## config.mk

```make
export PLATFORM = sky130hd
export DESIGN_NAME = sfcfe_top
export DESIGN_NICKNAME = d
export VERILOG_FILES = /design/src/inc/sfcfe_pkg.sv /design/src/inc/sfcfe_stream_if.sv /design/src/design/sfcfe_sync.sv /design/src/design/sfcfe_fifo.sv /design/src/design/sfcfe_top.sv
export VERILOG_INCLUDE_DIRS = /design/src /design/src/inc
export SDC_FILE = /design/constraint.sdc
export NUM_CORES = 1
export LEC_CHECK = 0
export ABC_AREA = 1
export BUFFER_PORTS_ARGS = -buffer_cell sky130_fd_sc_hd__buf_4
export CORE_MARGIN = 5
export CORE_UTILIZATION = 30
export CTS_BUF_LIST = sky130_fd_sc_hd__clkbuf_8
export CTS_CLUSTER_SIZE = 12
export DETAILED_ROUTE_END_ITERATION = 16
export PLACE_DENSITY = 0.43
export SETUP_SLACK_MARGIN = 0.5
export SLEW_MARGIN = 25
export SYNTH_ARGS = -nofsm -noshare
export SYNTH_HDL_FRONTEND = slang
export SYNTH_SLANG_ARGS = --single-unit
```

## constraint.sdc

```tcl
create_clock -name clk_i -period 9.4 [get_ports clk_i]
set_input_delay 0.94 -clock clk_i [delete_from_list [all_inputs] [get_ports clk_i]]
set_output_delay 0.94 -clock clk_i [all_outputs]
set_load 0.02 [all_outputs]
```

## src/inc/sfcfe_cfg.svh

```systemverilog
// Opcodes, dummy counts, lane widths and masks of the flash command front end.
// Assumes inclusion by bare name from any design or package file.
`ifndef SFCFE_CFG_SVH
`define SFCFE_CFG_SVH
`define SFC_OP_READ 8'h03
`define SFC_OP_FAST 8'h0B
`define SFC_OP_DIO 8'hBB
`define SFC_OP_DOUT 8'h3B
`define SFC_OP_QIO 8'hEB
`define SFC_OP_QOUT 8'h6B
`define SFC_OP_QIOW 8'hE7
`define SFC_OP_PGM 8'h02
`define SFC_OP_QPGM 8'h38
`define SFC_OP_SECT 8'h20
`define SFC_OP_HALF 8'h52
`define SFC_OP_BLK 8'hD8
`define SFC_OP_CHIP0 8'h60
`define SFC_OP_CHIP1 8'hC7
`define SFC_OP_WSET 8'h06
`define SFC_OP_WCLR 8'h04
`define SFC_OP_QENT 8'h35
`define SFC_OP_QEXT 8'hF5
`define SFC_OP_SUS0 8'h75
`define SFC_OP_SUS1 8'hB0
`define SFC_OP_RSM0 8'h7A
`define SFC_OP_RSM1 8'h30
`define SFC_OP_PDN 8'hB9
`define SFC_OP_PUP 8'hAB
`define SFC_DUM_FAST 5'h08
`define SFC_DUM_DIO 5'h04
`define SFC_DUM_QIO 5'h06
`define SFC_DUM_QIOW 5'h04
`define SFC_DUM_NONE 5'h00
`define SFC_W1 3'h1
`define SFC_W2 3'h2
`define SFC_W4 3'h4
`define SFC_OE_X1 4'h2
`define SFC_OE_X2 4'h3
`define SFC_OE_X4 4'hF
`define SFC_BYTE_BITS 6'h08
`define SFC_ADDR_BITS 6'h18
`define SFC_ADDR_MASK 24'h07FFFF
`define SFC_SECT_MASK 24'h07F000
`define SFC_HALF_MASK 24'h078000
`define SFC_BLK_MASK 24'h070000
`define SFC_PGM_MAX 9'h100
`define SFC_PIN_RST 6'h20
`endif

```

## src/inc/sfcfe_pkg.sv

```systemverilog
// Types of the flash command front end: frame states, command kinds, core state.
// Assumes sfcfe_cfg.svh is on the include path.
`default_nettype none
package sfcfe_pkg;
  typedef enum logic [7:0] {
    ST_IDLE = 8'h01, ST_OPC = 8'h02, ST_ADDR = 8'h04, ST_DUMMY = 8'h08,
    ST_DOUT = 8'h10, ST_DIN = 8'h20, ST_TAIL = 8'h40, ST_IGN = 8'h80
  } sfcfe_state_e;
  typedef enum logic [3:0] {
    K_NONE = 4'h1, K_READ = 4'h2, K_PROG = 4'h4, K_ERASE = 4'h8
  } sfcfe_kind_e;
  typedef struct packed {
    sfcfe_state_e st;
    sfcfe_kind_e kind;
    logic quad_cmd;
    logic wlatch;
    logic pdown;
    logic active;
    logic cs_q;
    logic sclk_q;
    logic [7:0] op;
    logic [7:0] sr;
    logic [7:0] osr;
    logic [5:0] cnt;
    logic [2:0] lane;
    logic [2:0] dlane;
    logic [4:0] dummy;
    logic [23:0] addr;
    logic [8:0] nbytes;
    logic [3:0] sio;
    logic [3:0] oe;
    logic ex_valid;
    logic [7:0] ex_op;
    logic [23:0] ex_addr;
    logic [8:0] ex_len;
    logic reject;
    logic rd_next;
    logic push;
    logic [7:0] pdata;
    logic ovf;
  } sfcfe_core_s;
endpackage
`default_nettype wire

```

## src/inc/sfcfe_stream_if.sv

```systemverilog
// Valid/ready byte stream between the core and its buffer.
// Assumes one clock domain shared by both ends.
`default_nettype none
interface sfcfe_stream_if #(parameter int W = 8) ();
  logic valid;
  logic ready;
  logic [W-1:0] data;
  modport src (output valid, output data, input ready);
  modport snk (input valid, input data, output ready);
endinterface
`default_nettype wire

```

## src/design/sfcfe_sync.sv

```systemverilog
// Two-stage synchroniser for a group of pin levels.
// Assumes the pins are asynchronous to clk_i; only the second stage is used.
`default_nettype none
module sfcfe_sync #(
  parameter int W = 1,
  parameter logic [W-1:0] RST_VAL = '0
) (
  // Clock and reset
  input wire logic clk_i,
  input wire logic rst_n_i,
  // Levels
  input wire logic [W-1:0] d_i,
  output logic [W-1:0] q_o
);
  typedef struct packed {
    logic [W-1:0] meta;
    logic [W-1:0] q;
  } sfcfe_sync_s;
  sfcfe_sync_s s, n;

  always_comb begin
    n.meta = d_i;
    n.q = s.meta;
  end

  always_ff @(posedge clk_i or negedge rst_n_i) begin
    if (!rst_n_i) begin
      s <= {RST_VAL, RST_VAL};
    end else begin
      s <= n;
    end
  end

  assign q_o = s.q;
endmodule
`default_nettype wire

```

## src/design/sfcfe_fifo.sv

```systemverilog
// Synchronous FIFO with valid/ready on both sides.
// Assumes one clock; ready drops honestly when every slot is taken.
`default_nettype none
module sfcfe_fifo #(
  parameter int W = 8,
  parameter int D = 8
) (
  // Clock and reset
  input wire logic clk_i,
  input wire logic rst_n_i,
  // Streams
  sfcfe_stream_if.snk wr,
  sfcfe_stream_if.src rd
);
  localparam int AW = $clog2(D);
  localparam logic [AW-1:0] LAST = AW'(D - 1);
  localparam logic [AW:0] FULL = (AW + 1)'(D);
  typedef struct packed {
    logic [D-1:0][W-1:0] mem;
    logic [AW-1:0] wp;
    logic [AW-1:0] rp;
    logic [AW:0] cnt;
  } sfcfe_fifo_s;
  sfcfe_fifo_s s, n;
  logic do_wr;
  logic do_rd;

  assign wr.ready = (s.cnt != FULL);
  assign rd.valid = (s.cnt != '0);
  assign rd.data = s.mem[s.rp];
  assign do_wr = wr.valid && wr.ready;
  assign do_rd = rd.valid && rd.ready;

  always_comb begin
    n = s;
    if (do_wr) begin
      n.mem[s.wp] = wr.data;
      n.wp = (s.wp == LAST) ? '0 : s.wp + 1'b1;
    end
    if (do_rd) begin
      n.rp = (s.rp == LAST) ? '0 : s.rp + 1'b1;
    end
    if (do_wr && !do_rd) begin
      n.cnt = s.cnt + 1'b1;
    end else if (!do_wr && do_rd) begin
      n.cnt = s.cnt - 1'b1;
    end
  end

  always_ff @(posedge clk_i or negedge rst_n_i) begin
    if (!rst_n_i) begin
      s <= '0;
    end else begin
      s <= n;
    end
  end
endmodule
`default_nettype wire

```

## src/design/sfcfe_top.sv

```systemverilog
// Serial flash command front end: opcode decode, frame tracking, dispatch.
// Assumes pins are asynchronous and slow against clk_i (link clock >= 8 clk periods).
`default_nettype none
`include "sfcfe_cfg.svh"

// Contract
// [RULE1] Array spans 07FFFFh; erase addresses size-aligned
// [RULE2] Invalid opcode: standby, output off, wait
// [RULE3] Valid opcode: active until select rises
// [RULE4] Sample on clock rise, drive on fall
// [RULE5] Reads stream out, end at any bit
// [RULE6] Write-type commands must end on bytes
// [RULE7] Busy device ignores array access commands; chip erase (60h, C7h) is still accepted while busy
// [RULE8] Host polls status before each command
// [RULE9] Opcode 35h enters quad protocol, single-line only
// [RULE10] Opcode F5h leaves quad protocol, quad only
// [RULE11] Quad protocol moves four bits per clock
// [RULE12] 03 plain read, 0B fast read
// [RULE13] BB, EB, 3B, 6B multi-line reads decoded
// [RULE14] E7 quad read, four fixed dummy clocks
// [RULE15] 02 and 38 program pages
// [RULE16] Sector, half-block, block and chip erase
// [RULE17] Suspend and resume opcodes, address free
// [RULE18] B9 powers down, AB releases
// [RULE19] Write latch required before modifying commands
// [RULE20] Configuration bits stretch marked dummy counts
// [RULE21] Address and bits most significant first
module sfcfe_top #(
  parameter int FIFO_DEPTH = 8
) (
  // Clock and reset
  input wire logic clk_i,
  input wire logic rst_n_i,
  // Serial pins
  input wire logic cs_n_i,
  input wire logic sclk_i,
  input wire logic [3:0] sio_i,
  output logic [3:0] sio_o,
  output logic [3:0] sio_oe_o,
  // Configuration and status
  input wire logic busy_i,
  input wire logic dummy_count_low_bit_i,
  input wire logic dummy_count_high_bit_i,
  output logic quad_command_protocol_o,
  output logic write_latch_bit_o,
  output logic deep_power_down_o,
  output logic active_o,
  // Command dispatch
  output logic exec_valid_o,
  output logic [7:0] exec_op_o,
  output logic [23:0] exec_addr_o,
  output logic [8:0] exec_len_o,
  output logic cmd_reject_o,
  // Read data
  input wire logic [7:0] rd_data_i,
  output logic rd_next_o,
  // Program data
  output logic [7:0] pgm_data_o,
  output logic pgm_valid_o,
  input wire logic pgm_ready_i,
  output logic pgm_overflow_o
);
  import sfcfe_pkg::*;

  sfcfe_core_s s, n;
  logic [5:0] pins_s;
  logic cs_s;
  logic sclk_s;
  logic [3:0] sio_s;
  logic cs_rise;
  logic cs_fall;
  logic sclk_rise;
  logic sclk_fall;
  logic [4:0] dum_adj;

  sfcfe_stream_if #(.W(8)) pgm_in ();
  sfcfe_stream_if #(.W(8)) pgm_out ();

  sfcfe_sync #(.W(6), .RST_VAL(`SFC_PIN_RST)) u_sync (
    .clk_i(clk_i),
    .rst_n_i(rst_n_i),
    .d_i({cs_n_i, sclk_i, sio_i}),
    .q_o(pins_s)
  );

  // Program bytes wait here for the array side
  sfcfe_fifo #(.W(8), .D(FIFO_DEPTH)) u_fifo (
    .clk_i(clk_i),
    .rst_n_i(rst_n_i),
    .wr(pgm_in),
    .rd(pgm_out)
  );

  assign {cs_s, sclk_s, sio_s} = pins_s;
  assign cs_rise = cs_s && !s.cs_q;
  assign cs_fall = !cs_s && s.cs_q;
  assign sclk_rise = sclk_s && !s.sclk_q; // see [RULE4]
  assign sclk_fall = !sclk_s && s.sclk_q;
  assign dum_adj = {2'h0, dummy_count_high_bit_i, dummy_count_low_bit_i, 1'b0}; // see [RULE20]

  ////////////////////////////////////////////////////////////////////////////
  // Lane-width shift, most significant bits first
  function automatic logic [23:0] shin(input logic [23:0] v, input logic [2:0] w,
                                       input logic [3:0] b);
    logic [23:0] r;
    r = {v[22:0], b[0]};
    if (w == `SFC_W2) begin
      r = {v[21:0], b[1:0]};
    end else if (w == `SFC_W4) begin
      r = {v[19:0], b};
    end
    return r;
  endfunction

  function automatic logic [23:0] align(input logic [7:0] op, input logic [23:0] a);
    logic [23:0] r;
    r = a & `SFC_ADDR_MASK;
    if (op == `SFC_OP_SECT) begin
      r = a & `SFC_SECT_MASK;
    end else if (op == `SFC_OP_HALF) begin
      r = a & `SFC_HALF_MASK;
    end else if (op == `SFC_OP_BLK) begin
      r = a & `SFC_BLK_MASK;
    end
    return r;
  endfunction

  ////////////////////////////////////////////////////////////////////////////
  always_comb begin
    logic [23:0] sh_a;
    logic [23:0] sh_b;
    logic [5:0] cnt_w;
    logic [7:0] opc;
    logic [7:0] ob;
    logic [2:0] ql;
    logic v_ok;
    sfcfe_kind_e v_kind;
    logic [2:0] v_al;
    logic [2:0] v_dl;
    logic [4:0] v_dum;
    n = s;
    sh_a = shin(s.addr, s.lane, sio_s); // see [RULE21]
    sh_b = shin({16'h0000, s.sr}, s.lane, sio_s);
    cnt_w = s.cnt + {3'h0, s.lane};
    opc = sh_b[7:0];
    ob = (s.cnt == '0) ? rd_data_i : s.osr;
    ql = s.quad_cmd ? `SFC_W4 : `SFC_W1; // see [RULE11]
    v_ok = 1'b1;
    v_kind = K_READ;
    v_al = ql;
    v_dl = ql;
    v_dum = `SFC_DUM_NONE;
    n.cs_q = cs_s;
    n.sclk_q = sclk_s;
    n.ex_valid = 1'b0;
    n.reject = 1'b0;
    n.rd_next = 1'b0;
    n.push = 1'b0;
    if (cs_rise) begin
      n.st = ST_IDLE;
      n.active = 1'b0;
      n.oe = '0; // see [RULE5]
      if ((s.st == ST_TAIL && s.cnt == '0) ||
          (s.st == ST_DIN && s.cnt == '0 && s.nbytes != '0)) begin
        n.ex_op = s.op;
        n.ex_addr = align(s.op, s.addr);
        n.ex_len = s.nbytes;
        unique case (s.op)
          `SFC_OP_WSET: n.wlatch = 1'b1; // see [RULE19]
          `SFC_OP_WCLR: n.wlatch = 1'b0;
          `SFC_OP_QENT: n.quad_cmd = 1'b1; // see [RULE9]
          `SFC_OP_QEXT: n.quad_cmd = 1'b0; // see [RULE10]
          `SFC_OP_PDN: n.pdown = 1'b1; // see [RULE18]
          `SFC_OP_PUP: n.pdown = 1'b0;
          `SFC_OP_SUS0, `SFC_OP_SUS1: begin // see [RULE17]
            n.ex_valid = 1'b1;
            n.wlatch = 1'b0;
          end
          `SFC_OP_RSM0, `SFC_OP_RSM1: n.ex_valid = 1'b1;
          default: begin
            // Program and erase opcodes need the latch and consume it
            n.ex_valid = s.wlatch; // see [RULE19] [RULE15] [RULE16]
            n.reject = !s.wlatch;
            n.wlatch = 1'b0;
          end
        endcase
      end else if (s.st == ST_TAIL || s.st == ST_DIN ||
                   (s.st == ST_ADDR && s.kind != K_READ)) begin
        n.reject = 1'b1; // see [RULE6]
      end
    end else if (cs_fall) begin
      n.st = ST_OPC;
      n.cnt = '0;
      n.lane = ql;
      n.nbytes = '0;
      n.ovf = 1'b0;
    end else if (!cs_s && sclk_rise) begin
      unique case (s.st)
        ST_OPC: begin
          n.sr = opc;
          n.cnt = cnt_w;
          if (cnt_w == `SFC_BYTE_BITS) begin
            n.op = opc;
            n.cnt = '0;
            unique case (opc)
              `SFC_OP_READ: v_ok = !s.quad_cmd; // see [RULE12]
              `SFC_OP_FAST: v_dum = `SFC_DUM_FAST + dum_adj;
              `SFC_OP_DIO: begin // see [RULE13]
                v_ok = !s.quad_cmd;
                v_al = `SFC_W2;
                v_dl = `SFC_W2;
                v_dum = `SFC_DUM_DIO + dum_adj;
              end
              `SFC_OP_DOUT: begin
                v_ok = !s.quad_cmd;
                v_dl = `SFC_W2;
                v_dum = `SFC_DUM_FAST + dum_adj;
              end
              `SFC_OP_QOUT: begin
                v_ok = !s.quad_cmd;
                v_dl = `SFC_W4;
                v_dum = `SFC_DUM_FAST + dum_adj;
              end
              `SFC_OP_QIO: begin
                v_al = `SFC_W4;
                v_dl = `SFC_W4;
                v_dum = `SFC_DUM_QIO + dum_adj;
              end
              `SFC_OP_QIOW: begin // see [RULE14]
                v_ok = !s.quad_cmd;
                v_al = `SFC_W4;
                v_dl = `SFC_W4;
                v_dum = `SFC_DUM_QIOW;
              end
              `SFC_OP_PGM: v_kind = K_PROG;
              `SFC_OP_QPGM: begin
                v_ok = !s.quad_cmd;
                v_kind = K_PROG;
                v_dl = `SFC_W4;
              end
              `SFC_OP_SECT, `SFC_OP_HALF, `SFC_OP_BLK: v_kind = K_ERASE;
              `SFC_OP_QENT: begin
                v_ok = !s.quad_cmd;
                v_kind = K_NONE;
              end
              `SFC_OP_QEXT: begin
                v_ok = s.quad_cmd;
                v_kind = K_NONE;
              end
              `SFC_OP_CHIP0, `SFC_OP_CHIP1, `SFC_OP_WSET, `SFC_OP_WCLR, `SFC_OP_SUS0,
              `SFC_OP_SUS1, `SFC_OP_RSM0, `SFC_OP_RSM1, `SFC_OP_PDN, `SFC_OP_PUP:
                v_kind = K_NONE;
              default: v_ok = 1'b0;
            endcase
            // Power-down hears only its release; busy array blocks access except chip erase
            n.st = ST_IGN; // see [RULE2]
            if (v_ok && (!s.pdown || opc == `SFC_OP_PUP) &&
                !(busy_i && v_kind != K_NONE)) begin // see [RULE7]
              n.active = 1'b1; // see [RULE3]
              n.kind = v_kind;
              n.lane = v_al;
              n.dlane = v_dl;
              n.dummy = v_dum;
              n.st = (v_kind == K_NONE) ? ST_TAIL : ST_ADDR;
            end
          end
        end
        ST_ADDR: begin
          n.addr = sh_a;
          n.cnt = cnt_w;
          if (cnt_w == `SFC_ADDR_BITS) begin
            n.cnt = '0;
            n.lane = s.dlane;
            n.st = ST_TAIL;
            if (s.kind == K_READ) begin
              n.ex_valid = 1'b1;
              n.ex_op = s.op;
              n.ex_addr = sh_a & `SFC_ADDR_MASK; // see [RULE1]
              n.st = (s.dummy == `SFC_DUM_NONE) ? ST_DOUT : ST_DUMMY;
            end else if (s.kind == K_PROG) begin
              n.st = ST_DIN;
            end
          end
        end
        ST_DUMMY: begin
          n.cnt = s.cnt + 1'b1;
          if (n.cnt == {1'b0, s.dummy}) begin
            n.cnt = '0;
            n.st = ST_DOUT;
          end
        end
        ST_DIN: begin
          n.sr = opc;
          n.cnt = cnt_w;
          if (cnt_w == `SFC_BYTE_BITS) begin
            n.cnt = '0;
            n.push = pgm_in.ready;
            n.pdata = opc;
            n.ovf = s.ovf || !pgm_in.ready;
            n.nbytes = (s.nbytes == `SFC_PGM_MAX) ? s.nbytes : s.nbytes + 1'b1;
          end
        end
        // Any clock past the last whole byte spoils the command
        ST_TAIL: n.cnt = s.cnt | {3'h0, s.lane}; // see [RULE6]
        default: n.cnt = s.cnt;
      endcase
    end else if (!cs_s && sclk_fall && s.st == ST_DOUT) begin
      n.rd_next = (s.cnt == '0);
      n.sio = {ob[7:4]};
      n.oe = `SFC_OE_X4;
      if (s.lane == `SFC_W1) begin
        n.sio = {2'h0, ob[7], 1'b0};
        n.oe = `SFC_OE_X1;
      end else if (s.lane == `SFC_W2) begin
        n.sio = {2'h0, ob[7:6]};
        n.oe = `SFC_OE_X2;
      end
      n.osr = ob << s.lane;
      n.cnt = (cnt_w == `SFC_BYTE_BITS) ? '0 : cnt_w;
    end
  end

  always_ff @(posedge clk_i or negedge rst_n_i) begin
    if (!rst_n_i) begin
      s <= '0;
      s.st <= ST_IDLE;
      s.kind <= K_NONE;
      s.cs_q <= 1'b1;
      s.lane <= `SFC_W1;
      s.dlane <= `SFC_W1;
    end else begin
      s <= n;
    end
  end

  ////////////////////////////////////////////////////////////////////////////
  assign pgm_in.valid = s.push;
  assign pgm_in.data = s.pdata;
  assign pgm_out.ready = pgm_ready_i;
  assign pgm_data_o = pgm_out.data;
  assign pgm_valid_o = pgm_out.valid;
  assign pgm_overflow_o = s.ovf;
  assign sio_o = s.sio;
  assign sio_oe_o = s.oe;
  assign quad_command_protocol_o = s.quad_cmd;
  assign write_latch_bit_o = s.wlatch;
  assign deep_power_down_o = s.pdown;
  assign active_o = s.active;
  assign exec_valid_o = s.ex_valid;
  assign exec_op_o = s.ex_op;
  assign exec_addr_o = s.ex_addr;
  assign exec_len_o = s.ex_len;
  assign cmd_reject_o = s.reject;
  assign rd_next_o = s.rd_next;
endmodule
`default_nettype wire

```

=== Word level (Yosys, flattened, before mapping) ===
Index checks and enable logic that the tools add are counted.

* Logic and storage cells: 314
* Output and inout port bits: 66
* Bits of input ports: 20
* Register bits: 239

* Shift operators: 1
* $lt $le $gt $ge: 3
* Reduce and logical (&&, ||, !) cells: 89
* Multiplexer cells: 96
* $add $sub $neg: 10
* Bitwise gates (word level): 5
* Equality and inequality tests: 69

{| class="wikitable"
|+ Operator list
! operator !! count
|-
| two-way mux 33 bit || 4
|-
| == test 8 bit, second input constant || 14
|-
| two-way mux 8 bit || 13
|-
| two-way mux 37 bit || 2
|-
| == test 8 x 6 -> 1 bit, second input constant || 9
|-
| == test 8 x 7 -> 1 bit, second input constant || 9
|-
| two-way mux 24 bit || 3
|-
| bitwise mux 64 bit || 1
|-
| two-way mux 9 bit || 6
|-
| two-way mux 16 bit || 3
|-
| two-way mux 44 bit || 1
|-
| two-way mux 42 bit || 1
|-
| == test 8 x 3 -> 1 bit, second input constant || 5
|-
| two-way mux 10 bit || 4
|-
| two-way mux 4 bit || 10
|-
| two-way mux 12 bit || 3
|-
| case mux 6 bit (5 select lines) || 1
|-
| nonzero test 2 bit || 14
|-
| AND reduction 5 bit || 5
|-
| binary-select mux 8 bit (select 3 bit) || 1
|-
| demux 8 bit (select 3 bit) || 1
|-
| == test 8 x 2 -> 1 bit, second input constant || 3
|-
| two-way mux 6 bit || 4
|-
| case mux 8 bit (3 select lines) || 1
|-
| 66 further kinds || 155
|}

=== Logic depth before layout (Yosys ltp) ===
* Depth in word-level cells: 21
* Depth in mapped cells: 21
* Depth with buffers taken out: 21

=== Cells and area by module ===
A second synthesis with hierarchy kept.

* Cell total of the unflattened synthesis: 1755
* Area, all modules: 13257.7 um2

{| class="wikitable"
|+ Modules (own cells, without submodules)
! module !! times used !! area an instance (um2) !! cells each !! seq. area each (um2)
|-
| sfcfe_top || 1 || 8714.6 || 1158 || 3509.6
|-
| sfcfe_fifo || 1 || 4240.3 || 585 || 1851.8
|-
| sfcfe_sync || 1 || 302.8 || 12 || 302.8
|}

=== Worst setup path before layout ===
Ideal clock, no wire load.

* Kind: flip-flop to flip-flop
* Start point: reg s[104] in the netlist's numbering
* End point: reg s, in the netlist exec_addr_o[16]
* Data arrival time: 2855 ps
* Setup time: 119 ps
* Required time: 9281 ps
* Path slack: 6426 ps
* Stages on the path, launching flop included: 17
* Path buffers: 2
* Clock period less this slack: 2974 ps
* Cells stage by stage: dfrtp_1 -> buf_2 -> clkinv_1 -> ha_1 -> nand3_1 -> nand3_1 -> xor2_1 -> nor4_1 -> nand2_1 -> nor2_1 -> nand2_1 -> nand2_1 -> nand2_2 -> inv_2 -> buf_2 -> o221ai_1 -> o21a_1

* Longest elaborated chain between the ends: 9
* Elaborated cells on any way between the ends: 14
* Those cells by class: add/sub: 1; eq/ne: 3; mux: 8; reduce/logical: 2

{| class="wikitable"
|+ RTL lines
! element !! RTL line !! text
|-
| start: declaration || sfcfe_top.sv:65 || <nowiki>sfcfe_core_s s, n;</nowiki>
|-
| start signal: assignment || sfcfe_top.sv:332 || <nowiki>s <= n;</nowiki>
|-
| branches (longest 9 deep; another with adder 6 x 3 -> 6 bit) || - ||
|}

Several ways; the timed one is not identified. The select of a mux whose other input is x is not followed.
A chain may end at the register's enable or synchronous reset.

=== Final worst setup path ===
* Start point: reg s[104] in the netlist's numbering
* End point: reg s, in the netlist exec_addr_o[10]

The elaborated chain is that of the path after synthesis.

==> flow_summary.ini <==
[worst_hold_path]
holdPathEnd = u_sync.q_o[0]
holdPathStages = 0
hold_class = flip-flop to flip-flop
worst_hold_startpoint = u_sync.n[0]

[logic_synthesis]
synth_seq_area_share_pct = 46.1
syn_area_per_cell_um2 = 7.86
synth_top_flop_cell = sky130_fd_sc_hd__dfrtp_1
async_reset_ff_share_pct = 100
ys_seq_elements = 226
synth-warning-count = 0
post_synthesis_cell_count = 1565
number_of_flops_mapped_to_enable_cells_by_yosys = 0
synth_cell_type_count = 56
synth_area_um2 = 12300

[sta]
timing.clock.skew_ns = 0.0262
layout_min_cycle_time_ns = 4.15
timing_hold_violations_final = 0
period_share_pct = 44.2
worstMarginPinSlew_ns = 0.964
final_max_slew_violation_count = 0
final-setup-viol-count = 0
fin_tns_setup_ns = 0
grt_setup_unrepaired = false
timing.fmax_mhz = 241
worst_relative_slew_slack_pct = 35.1

[finish]
layout.cells.most_common_list = 336 x sky130_fd_sc_hd__nand2_1, 221 x sky130_fd_sc_hd__o21ai_0, 219 x sky130_fd_sc_hd__dfrtp_1
final_common_cell = sky130_fd_sc_hd__nand2_1
antenna_cells_inserted = 0
share_of_final_layout_standard_cells_stronger_than_drive_strength_1_pct = 13.4
syn_to_final_growth_pct = 14.3
n_fill_cell = 4400
final_core_util_pct = 34.5
finalNetCount = 1652

[clock_network]
cts_resized = 0
clkTransAtPathRegs_ns = 0.06
max_h_tree_level = 2
cts_hold_repair_buffers = 0
numClockSinks = 226
cts_root_buf = sky130_fd_sc_hd__clkbuf_8
clk-insertion-delay-late_ns = 0.61
cts_tree = done
numCtsBuffers = 46
clk_path_buf_depth = 3
post_cts_buffers = 0

[pwr]
cellPowerDensity_nw_per_um2 = 193
peakVddDrop_mv = 0.102
p_leak_uw = 0.00650
power_uw = 2710

[critical_path]
critPathCaptureType = flip-flop
reg2reg_depth = 14
path_cells = clkinv_1, ha_1, nand3_1, nand3_1, xor2_1, nor4_1, nand2_1, nor2_1, nand2_1, nand2_1, nand2_2, inv_2, o221ai_1, o21a_1
timing.critical_path.buf_inv = 2
crit_path_max_incr_delay_ns = 0.73
timing.setup.critical_path_class = flip-flop to flip-flop
worst_path_most_repeated_cell = sky130_fd_sc_hd__nand2_1
critPathTopFamily = simple AND/OR/NAND/NOR gates
timing.critical_path.from_type = flip-flop
cp_data_required_time_ns = 9.89
worst_path_maximum_fanout = 32
cpMaxStageDelayCell = sky130_fd_sc_hd__dfrtp_1
r2r-end = exec_addr_o[10]
register_to_register_path_setup_slack_ns = 5.25
worstSetupPathDepth = 14
rr_startpoint = s[104]
cp.arrival_ns = 4.64

[global_routing]
grt_antenna_before_repair = 0
grt_overflow = 0
via_count_of_the_first_global_routing_pass = 10500
grt_max_degree = 106
grt_first_pass_wirelength_um = 59100
grt_util_all_layers_pct = 16.3

[drt]
first_pass_iters = 5
num_vias = 10500
drt_wl_total_um = 36700
wl_per_cell_um = 16.9
drc = 0
drtIter0Drc = 722
final_antenna_net_count = 0
vias_per_cell = 4.83

[floorplan]
std_cell_rows = 74
floorplan.io_pins = 86
initial_utilization_pct = 30.2
design.core.area_um2 = 40700
die_y_um = 212
die_width_um = 212
fp.dieArea_um2 = 45100

[placement]
place_congestion = 0.896
post-dp-hpwl_um = 26000
port-buffer-count = 80

[outcome]
outcome = finished, final reports clean

[job]
max-cap-violations = 0
[worst max-delay path by stage]
stage	startpoint	endpoint	slack [ns]
3_3_place_gp	s[104]	exec_addr_o[10]	5.35
4_1_cts	s[104]	exec_addr_o[16]	5.22
2_1_floorplan	s[104]	exec_addr_o[16]	6.43
5_1_grt	s[104]	exec_addr_o[8]	4.83
6_report	s[104]	exec_addr_o[10]	5.25
3_5_place_dp	s[104]	exec_addr_o[16]	5.26
[layer usage]
layer,GRT usage [%],vias up,share of wire [%],wire length [um]
li1,-,5276,-,-
met1,22.5,4971,47,17300
met2,26.0,211,46,16800
met3,3.33,61,4.4,1630
met4,4.81,0,2.7,992
met5,0,-,0,0
[synth_stat cells, drive strengths merged, types with 4 or more instances]
master	number	area (um^2)
clkbuf	35	131
a22oi	16	120
buf	60	437
o21ai	227	1140
xnor2	4	35.0
dfstp	7	184
o31ai	9	67.6
a31oi	15	93.8
o221ai	6	52.6
ha	20	250
inv	158	593
o22ai	20	125
a21oi	55	275
nand4	30	194
o21a	4	30.0
nor3	27	145
nor4	11	87.6
clkinv	5	18.8
xor2	7	61.3
nand2	345	1330
dfrtp	219	5480
nor2	187	795
nand3	66	370
[per-stage QoR]
step	cell area, um^2	setup WS [ns]	hold slack, ns	std cells
final	14100	5.25	0.348	2178
after global routing	14100	4.83	0.360	2178
after CTS	14000	5.22	0.351	2178
after detailed placement	13100	5.26	0.336	2094
after global placement	13100	5.35	0.332	2094
after floorplan	12300	6.43	0.331	1569
[flip-flops by register name, indices dropped and copies added (netlist names)]
| register | flops |
|---|---|
| active_o | 1 |
| cmd_reject_o | 1 |
| deep_power_down_o | 1 |
| exec_addr_o | 19 |
| exec_len_o | 9 |
| exec_op_o | 8 |
| exec_valid_o | 1 |
| pgm_in.data | 8 |
| pgm_in.valid | 1 |
| pgm_overflow_o | 1 |
| quad_command_protocol_o | 1 |
| rd_next_o | 1 |
| s | 80 |
| sio_o | 4 |
| sio_oe_o | 3 |
| u_fifo.s | 74 |
| u_sync.n | 6 |
| u_sync.q_o | 6 |
| write_latch_bit_o | 1 |
[worst reg2reg max path: cells and delay by family, from the launching register on]
| family | cells | cell delay, ns |
|---|---|---|
| buffers and inverters | 2 | 0.89 |
| XOR/XNOR | 1 | 0.18 |
| adder cells (fa/ha/maj) | 1 | 0.39 |
| AND/OR/NAND/NOR | 8 | 1.46 |
| AO/OA/AOI/OAI | 2 | 0.39 |
| flip-flops | 1 | 0.73 |
[kinds of logic (layout without fill, tap and decap cells)]
kind of cell	Yosys count	in the layout	synth area share (%)
flip-flops	226	226	46.1
AO/OA/AOI/OAI	369	369	16.6
XOR/XNOR	11	11	0.783
other	1	5	0.0305
multiplexers	3	3	0.254
adder cells (fa/ha/maj)	22	22	2.36
buffers and inverters	258	335	9.59
AND/OR/NAND/NOR	675	675	24.3
[report_power, final]
group | internal (uW) | switching (uW)
Sequential | 1010 | 41.8
Combinational | 199 | 393
Clock | 604 | 463
Total | 1810 | 898
[area by class of cell]
cell class | count | area (um^2) | area share (%)
flip-flops and latches | 226 | 5660 | 40.3
multi-input cells | 1085 | 5480 | 39.0
clock buffers | 57 | 785 | 5.58
repair buffers | 88 | 668 | 4.75
well taps | 532 | 666 | 4.74
inverters | 163 | 612 | 4.35
clock inverters | 27 | 179 | 1.27
Note: power is estimated with default switching activity, not from simulation.
